$ cat config.mk
export PLATFORM = sky130hd
export DESIGN_NAME = child_buffer_manager
export DESIGN_NICKNAME = d
export VERILOG_FILES = /design/src/child_buffer_pkg.sv /design/src/child_buffer_manager.sv
export SDC_FILE = /design/constraint.sdc
export NUM_CORES = 2
export LEC_CHECK = 0
export BUFFER_PORTS_ARGS = -buffer_cell sky130_fd_sc_hd__buf_2
export CAP_MARGIN = 10
export CORE_MARGIN = 3
export CORE_UTILIZATION = 30
export CTS_CLUSTER_DIAMETER = 100
export CTS_CLUSTER_SIZE = 20
export DETAILED_ROUTE_END_ITERATION = 10
export PLACE_DENSITY_LB_ADDON = 0.05
export SLEW_MARGIN = 20
export SYNTH_ARGS = -nofsm -noshare
export SYNTH_HDL_FRONTEND = slang
export SYNTH_SLANG_ARGS = --single-unit
$ cat constraint.sdc
create_clock -name mclk_i -period 6.9 [get_ports mclk_i]
set_input_delay 0.69 -clock mclk_i [delete_from_list [all_inputs] [get_ports mclk_i]]
set_output_delay 0.69 -clock mclk_i [all_outputs]
set_load 0.01 [all_outputs]
$ cat src/child_buffer_pkg.sv
// shared types and constants for the parent-side child buffer manager
// assumes one node clock (mclk_i, 40 MHz) and a synchronous active-high reset
//
// Notes on behaviour
// - on a poll, look up that child's held data and acknowledge with pending status
// - child table holds child addresses; capacity reported while an entry is unused
// - with the child table full, further joins are refused
// - packet for a child is stored only if a free buffer exists on arrival
// - stored packet leaves on the child's poll or on hold timeout, whichever first
// - one broadcast buffer is shared by all children
// - a child taking the broadcast on a poll gets its received flag set
// - broadcast is discarded once every child has its flag set
// - a new broadcast replaces an untaken one and clears all flags
// - child packet for a remote node waits for a route, then goes out
// - parent asks for route or short-address discovery for the child's packet
// - each child has its own poll timeout; silent children are removed
// - an outgoing unicast holds its buffer until acknowledged or retries exhausted
package child_buffer_pkg;

  localparam int ADDR_W = 16;
  localparam int DATA_W = 32;

  // node clock and default timeouts
  localparam logic [31:0] CLK_KHZ        = 32'h0000_9C40;   // 40 MHz
  localparam logic [31:0] HOLD_TIME_MS   = 32'h0000_1B58;   // 7000 ms
  localparam logic [31:0] POLL_TIME_MS   = 32'h0000_03E8;   // 1000 ms
  localparam logic [31:0] HOLD_TICKS_DEF = HOLD_TIME_MS * CLK_KHZ;
  localparam logic [31:0] POLL_TICKS_DEF = POLL_TIME_MS * CLK_KHZ;
  localparam int          NCHILD_DEF     = 4;
  localparam int          NBUF_DEF       = 4;
  localparam int          FIFO_DEF       = 2;

  typedef struct packed {
    logic              bcast;
    logic [ADDR_W-1:0] dest;
    logic [DATA_W-1:0] data;
  } pkt_t;

  typedef struct packed {
    logic valid;
    logic pending;
  } poll_ack_t;

endpackage

$ cat src/child_buffer_manager.sv
// parent-side manager for sleeping end-device children: child table, held unicasts,
// shared broadcast, uplink forwarding and an output buffer toward the radio
// assumes the radio layer reports tx completion (ack or retries exhausted) on tx_done_i
`timescale 1ns/1ps
module child_buffer_manager #(
  parameter int          NCHILD     = child_buffer_pkg::NCHILD_DEF,
  parameter int          NBUF       = child_buffer_pkg::NBUF_DEF,
  parameter int          FIFO_DEPTH = child_buffer_pkg::FIFO_DEF,
  parameter logic [31:0] HOLD_TICKS = child_buffer_pkg::HOLD_TICKS_DEF,
  parameter logic [31:0] POLL_TICKS = child_buffer_pkg::POLL_TICKS_DEF
) (
  input  wire logic                            mclk_i,        // node clock
  input  wire logic                            rst_i,         // sync reset, high
  input  wire logic                            join_valid_i,  // join attempt
  input  wire logic [child_buffer_pkg::ADDR_W-1:0] join_addr_i, // joining child address
  output logic                                 join_ok_o,     // join accepted pulse
  output logic                                 join_refuse_o, // join refused pulse
  output logic                                 capacity_o,    // table has a free entry
  input  wire logic                            poll_valid_i,  // poll request
  input  wire logic [child_buffer_pkg::ADDR_W-1:0] poll_addr_i, // polling child
  output child_buffer_pkg::poll_ack_t          poll_ack_o,    // ack with pending bit
  input  wire logic                            dn_valid_i,    // packet for children
  input  wire child_buffer_pkg::pkt_t          dn_pkt_i,      // its contents
  output logic                                 dn_ready_o,    // always takes
  output logic                                 dn_drop_o,     // packet not stored pulse
  input  wire logic                            up_valid_i,    // packet from a child
  input  wire child_buffer_pkg::pkt_t          up_pkt_i,      // its contents
  output logic                                 up_ready_o,    // uplink slot free
  output logic                                 disc_req_o,    // discovery request pulse
  output logic [child_buffer_pkg::ADDR_W-1:0]  disc_addr_o,   // held uplink destination
  input  wire logic                            route_ok_i,    // route to disc_addr_o known
  output logic                                 out_valid_o,   // packet to transmit
  output child_buffer_pkg::pkt_t               out_pkt_o,     // its contents
  input  wire logic                            out_ready_i,   // radio takes it
  input  wire logic                            tx_done_i      // acked or retries used up
);
  import child_buffer_pkg::*;

  localparam int CW = (NCHILD > 1) ? $clog2(NCHILD) : 1;
  localparam int BW = (NBUF > 1) ? $clog2(NBUF) : 1;
  localparam int PW = (FIFO_DEPTH > 1) ? $clog2(FIFO_DEPTH) : 1;
  localparam int FW = $clog2(FIFO_DEPTH + 1);
  localparam logic [PW-1:0] PTR_LAST = PW'(FIFO_DEPTH - 1);
  localparam logic [FW-1:0] CNT_FULL = FW'(FIFO_DEPTH);
  localparam logic [FW-1:0] CNT_ONE  = FW'(1);
  localparam logic [PW-1:0] PTR_ONE  = PW'(1);
  localparam logic [31:0]   TICK_ONE = 32'h0000_0001;

  typedef struct packed {
    logic [NCHILD-1:0]             c_vld;
    logic [NCHILD-1:0][ADDR_W-1:0] c_addr;
    logic [NCHILD-1:0]             c_flag;
    logic [NCHILD-1:0][31:0]       c_tmr;
    logic [NBUF-1:0]               b_vld;
    pkt_t [NBUF-1:0]               b_pkt;
    logic [NBUF-1:0][31:0]         b_tmr;
    logic                          bc_vld;
    pkt_t                          bc_pkt;
    logic                          up_vld;
    pkt_t                          up_pkt;
    logic                          disc;
    logic                          join_ok;
    logic                          join_ref;
    poll_ack_t                     ack;
    logic                          drop;
    pkt_t [FIFO_DEPTH-1:0]         f_mem;
    logic [PW-1:0]                 f_wp;
    logic [PW-1:0]                 f_rp;
    logic [FW-1:0]                 f_cnt;
    logic                          inflight;
  } state_t;

  state_t            s_reg;
  state_t            s_next;
  logic [NCHILD-1:0] poll_hit;
  logic [NCHILD-1:0] join_hit;
  logic [NCHILD-1:0] dn_hit;
  logic [NBUF-1:0]   held_hit;
  logic              push;
  pkt_t              push_pkt;
  logic [CW-1:0]     ci;
  logic [BW-1:0]     bi;

  function automatic logic [CW-1:0] first_child(input logic [NCHILD-1:0] v);
    first_child = '0;
    for (int k = NCHILD - 1; k >= 0; k--) begin
      if (v[k]) first_child = CW'(k);
    end
  endfunction

  function automatic logic [BW-1:0] first_buf(input logic [NBUF-1:0] v);
    first_buf = '0;
    for (int k = NBUF - 1; k >= 0; k--) begin
      if (v[k]) first_buf = BW'(k);
    end
  endfunction

  // ----------------------------------------------------------------
  // address matching
  // ----------------------------------------------------------------
  for (genvar i = 0; i < NCHILD; i++) begin : g_child
    assign poll_hit[i] = s_reg.c_vld[i] && (s_reg.c_addr[i] == poll_addr_i);
    assign join_hit[i] = s_reg.c_vld[i] && (s_reg.c_addr[i] == join_addr_i);
    assign dn_hit[i]   = s_reg.c_vld[i] && (s_reg.c_addr[i] == dn_pkt_i.dest);
  end
  for (genvar j = 0; j < NBUF; j++) begin : g_buf
    assign held_hit[j] = s_reg.b_vld[j] && (s_reg.b_pkt[j].dest == poll_addr_i);
  end

  // ----------------------------------------------------------------
  // next state
  // ----------------------------------------------------------------
  always_comb begin
    s_next = s_reg;
    s_next.disc = 1'b0;
    s_next.join_ok = 1'b0;
    s_next.join_ref = 1'b0;
    s_next.ack = '0;
    s_next.drop = 1'b0;
    push = 1'b0;
    push_pkt = '0;
    ci = first_child(poll_hit);
    bi = first_buf(held_hit);

    // timeouts: silent children leave, stale held packets are released
    for (int k = 0; k < NCHILD; k++) begin
      if (s_reg.c_vld[k]) begin
        if (s_reg.c_tmr[k] == '0) begin
          s_next.c_vld[k] = 1'b0;
        end else begin
          s_next.c_tmr[k] = s_reg.c_tmr[k] - TICK_ONE;
        end
      end
    end
    for (int k = 0; k < NBUF; k++) begin
      if (s_reg.b_vld[k]) begin
        if (s_reg.b_tmr[k] == '0) begin
          s_next.b_vld[k] = 1'b0;
        end else begin
          s_next.b_tmr[k] = s_reg.b_tmr[k] - TICK_ONE;
        end
      end
    end

    // poll: acknowledge, then hand over one held item if the output has room
    if (poll_valid_i) begin
      s_next.ack.valid = 1'b1;
      if (|poll_hit) begin
        s_next.c_vld[ci] = 1'b1;
        s_next.c_tmr[ci] = POLL_TICKS - TICK_ONE;
        s_next.ack.pending = (|held_hit) || (s_reg.bc_vld && !s_reg.c_flag[ci]);
        if (s_reg.f_cnt != CNT_FULL) begin
          if (|held_hit) begin
            push = 1'b1;
            push_pkt = s_reg.b_pkt[bi];
            s_next.b_vld[bi] = 1'b0;
          end else if (s_reg.bc_vld && !s_reg.c_flag[ci]) begin
            push = 1'b1;
            push_pkt = s_reg.bc_pkt;
            s_next.c_flag[ci] = 1'b1;
          end
        end
      end
    end

    // join: a new child does not owe the broadcast already held
    if (join_valid_i) begin
      if (|join_hit) begin
        s_next.join_ok = 1'b1;
        s_next.c_tmr[first_child(join_hit)] = POLL_TICKS - TICK_ONE;
      end else if (!(&s_reg.c_vld)) begin
        s_next.join_ok = 1'b1;
        s_next.c_vld[first_child(~s_reg.c_vld)] = 1'b1;
        s_next.c_addr[first_child(~s_reg.c_vld)] = join_addr_i;
        s_next.c_flag[first_child(~s_reg.c_vld)] = 1'b1;
        s_next.c_tmr[first_child(~s_reg.c_vld)] = POLL_TICKS - TICK_ONE;
      end else begin
        s_next.join_ref = 1'b1;
      end
    end

    // downstream packets toward children
    if (dn_valid_i) begin
      if (dn_pkt_i.bcast) begin
        s_next.bc_vld = 1'b1;
        s_next.bc_pkt = dn_pkt_i;
        s_next.c_flag = '0;
      end else if ((|dn_hit) && !(&s_reg.b_vld)) begin
        s_next.b_vld[first_buf(~s_reg.b_vld)] = 1'b1;
        s_next.b_pkt[first_buf(~s_reg.b_vld)] = dn_pkt_i;
        s_next.b_tmr[first_buf(~s_reg.b_vld)] = HOLD_TICKS - TICK_ONE;
      end else begin
        s_next.drop = 1'b1;
      end
    end

    // broadcast is done once every present child holds its flag
    if (s_next.bc_vld && (&(s_next.c_flag | ~s_next.c_vld))) begin
      s_next.bc_vld = 1'b0;
    end

    // uplink: held until a route exists; poll deliveries take the output first
    if (s_reg.up_vld && route_ok_i && !push && (s_reg.f_cnt != CNT_FULL)) begin
      push = 1'b1;
      push_pkt = s_reg.up_pkt;
      s_next.up_vld = 1'b0;
    end
    if (up_valid_i && !s_reg.up_vld) begin
      s_next.up_vld = 1'b1;
      s_next.up_pkt = up_pkt_i;
      s_next.disc = 1'b1;
    end

    // ----------------------------------------------------------------
    // output buffer; one packet in flight, unicast or broadcast, blocks the next until done
    // ----------------------------------------------------------------
    if (tx_done_i) begin
      s_next.inflight = 1'b0;
    end
    if (out_valid_o && out_ready_i) begin
      s_next.inflight = 1'b1;
      s_next.f_rp = (s_reg.f_rp == PTR_LAST) ? '0 : s_reg.f_rp + PTR_ONE;
    end
    if (push) begin
      s_next.f_mem[s_reg.f_wp] = push_pkt;
      s_next.f_wp = (s_reg.f_wp == PTR_LAST) ? '0 : s_reg.f_wp + PTR_ONE;
    end
    if (push && !(out_valid_o && out_ready_i)) begin
      s_next.f_cnt = s_reg.f_cnt + CNT_ONE;
    end else if (!push && out_valid_o && out_ready_i) begin
      s_next.f_cnt = s_reg.f_cnt - CNT_ONE;
    end
  end

  // ----------------------------------------------------------------
  // state register
  // ----------------------------------------------------------------
  always_ff @(posedge mclk_i) begin
    if (rst_i) begin
      s_reg <= '0;
    end else begin
      s_reg <= s_next;
    end
  end

  // ----------------------------------------------------------------
  // outputs
  // ----------------------------------------------------------------
  assign join_ok_o     = s_reg.join_ok;
  assign join_refuse_o = s_reg.join_ref;
  assign capacity_o    = !(&s_reg.c_vld);
  assign poll_ack_o    = s_reg.ack;
  assign dn_ready_o    = 1'b1;
  assign dn_drop_o     = s_reg.drop;
  assign up_ready_o    = !s_reg.up_vld;
  assign disc_req_o    = s_reg.disc;
  assign disc_addr_o   = s_reg.up_pkt.dest;
  assign out_valid_o   = (s_reg.f_cnt != '0) && !s_reg.inflight;
  assign out_pkt_o     = s_reg.f_mem[s_reg.f_rp];

endmodule

==> impl_metrics.tcl <==
set metrics [dict create \
    antenna_found_initial 16 \
    p_per_area_nw_per_um2 214 \
    yosysSeqAreaShare_pct 41.7 \
    dr.pass1.iters 5 \
    slew_viol_final 0 \
    die_h_um 350 \
    status "finished clean" \
    wl_per_cell_um 22.5 \
    relSlewSlack_pct 23.2 \
    dieArea_um2 122000 \
    cts_sinks 737 \
    r2r_slack_ps 2470 \
    whs_path_depth 3 \
    cts_resized 0 \
    cts_tree "yes" \
    grt-ovfl-total 0 \
    antenna_left 0 \
    crit_path_max_fanout 27 \
    cts_hold_buf 0 \
    cts.clk_slew.worst_paths_ps 90 \
    ys.flop_type "dfxtp_1" \
    cp-end-kind "register" \
    drive_gt1_share_pct 10.4 \
    yosys-top-cells-area "dfxtp_1 42%, nand2_1 7.4%, a21oi_1 7.1%, xnor2_1 6.7%, xor2_1 5.3%" \
    ys_types 80 \
    hold_viol_final 0 \
    layout.nets 4367 \
    critPathMaxStageDelay_ps 940 \
    drv_cap 0 \
    ios 214 \
    crit_type "input pin to register" \
    hp-class "input pin to register" \
    grt_pass1_vias 28800 \
    synthesis.area_um2 35400 \
    cp_data_arrival_time_ps 5020 \
    gr-usage-all-layers_pct 20.6 \
    num_rows 125 \
    syn_avg_cell_area_um2 8.30 \
    syn2layout_area_growth_pct 9.40 \
    syn-num-nets 4422 \
    final_cell_mix "735 x dfxtp_1, 700 x nand2_1, 503 x a21oi_1" \
    required_ps 7470 \
    grt_pass1_wl_mm 194 \
    drt_iter0_drc 2188 \
    place_congestion 0.871 \
    worst_r2r_endpoint "s_reg[97]" \
    cp_slowest_cell "nor4_1" \
    final_util_pct 33.2 \
    r2r_cells 9 \
    rsz0062_at_grt "false" \
    synth_top_cell_area_share_pct 41.7 \
    die_x_um 350 \
    synthArstFlopShare_pct 0 \
    coreArea_um2 117000 \
    grt_max_degree 156 \
    io_buffers 212 \
    synthCells 4267 \
    p_leak_nw 13.6 \
    largest_reg_flops 715 \
    setup_violations 0 \
    synth_warnings 0 \
    wl_mm 130 \
    hold_end "s_reg[127]" \
    tns_ps 0 \
    viasPerCell 5.27 \
    crit_path_cell_trace "buf_2 > xor2_1 > or4_1 > nor4_1 > nor2b_4 > buf_4 > a221o_1 > a22oi_1 > a41oi_1 > nor3b_1" \
    clock_skew_ps 35.0 \
    worstSkewPairLatency_ps 660 \
    h-tree-depth 2 \
    r2r_start "s_reg[522]" \
    synth-edff-count 0 \
    postCtsSetupRepairBufs 0 \
    fmax_mhz 225 \
    finalCriticalPeriod_ps 4450 \
    drc 0 \
    peakVddDrop_v 0.000171 \
    final_common_cell "dfxtp_1" \
    startpoint_type "input pin" \
    worst_pin_slew_ps 1140 \
    clockBufferDepth 3 \
    yosysTopAreaCell "dfxtp_1" \
    hpwl_mm 83.9 \
    start_util_pct 30.3 \
    ys_seq_elements 737 \
    cts_root_buf "clkbuf_16" \
    vias 30300 \
    final_min_period_over_clock_period_pct 64.5 \
    numCtsBuffers 45 \
    min_from "up_pkt_i[18]" \
]
logic make-up after synthesis:
logic type	count (synthesis)	share of synthesized area (%)
flip-flops	737	41.7
other	1	0.0106
AND/OR/NAND/NOR	1554	20.5
adder cells (fa/ha/maj)	16	0.565
XOR/XNOR	486	12.0
buffers and inverters	443	5.28
multiplexers	98	2.95
AO/OA/AOI/OAI	932	17.0
area by class of cell:
cell class	count	area, um2
diodes	5	12.5
clock buffers	51	1230
clock inverters	10	109
fillers	12300	77900
inverters	82	308
multi-input cells	3087	18900
flip-flops and latches	737	14800
well taps	1524	1910
repair buffers	259	1460
worst max-delay path by stage:
stage	slack, ps	end	from
floorplan	3520	s_reg[1]	poll_addr_i[15]
global placement	1920	s_reg[97]	poll_addr_i[9]
detailed placement	1910	s_reg[102]	poll_addr_i[9]
CTS	2580	s_reg[97]	s_reg[522]
global route	2280	s_reg[95]	s_reg[525]
finish	2450	s_reg[97]	poll_addr_i[9]
cell usage after synthesis (all sizes together), types with 49 or more instances:
cell type  instances
o32ai             50
nor4             106
a22oi             49
nor2             331
xnor2            270
nand2            702
a41oi             51
dfxtp            737
nor3b             56
buf              113
a221o             49
clkbuf           248
o211ai           101
a211oi            57
inv               82
a21oi            505
xor2             216
nor3              85
mux2              50
stage by stage:
stage	setup slack [ps]	hold slack, ps	instance area [um2]	instances	power, mW
floorplan	3520	408	35400	4267	5.13
global route	2280	231	38700	5750	8.68
finish	2450	262	38700	5755	8.30
CTS	2580	207	38700	5750	8.47
detailed placement	1910	421	37400	5689	5.47
global placement	1920	422	37400	5689	5.48
critical path: cells and delay by family:
kind	cells	cell delay (ps)
XOR/XNOR	1	130
buffers and inverters	2	870
AND/OR/NAND/NOR	4	2530
AO/OA/AOI/OAI	3	740
power breakdown:
part           internal [mW]  switching, mW
combinational          0.317          0.596
sequential              4.35          0.107
clock                   1.32           1.60
per-layer routing:
layer	global-route usage [%]	vias up	wire [um]
met1	31.1	14800	65600
li1	-	14700	-
met2	31.1	735	55000
met4	3.99	4	2310
met3	2.85	139	6650
met5	0	-	24
No activity file was read; power rests on OpenSTA's default activity.
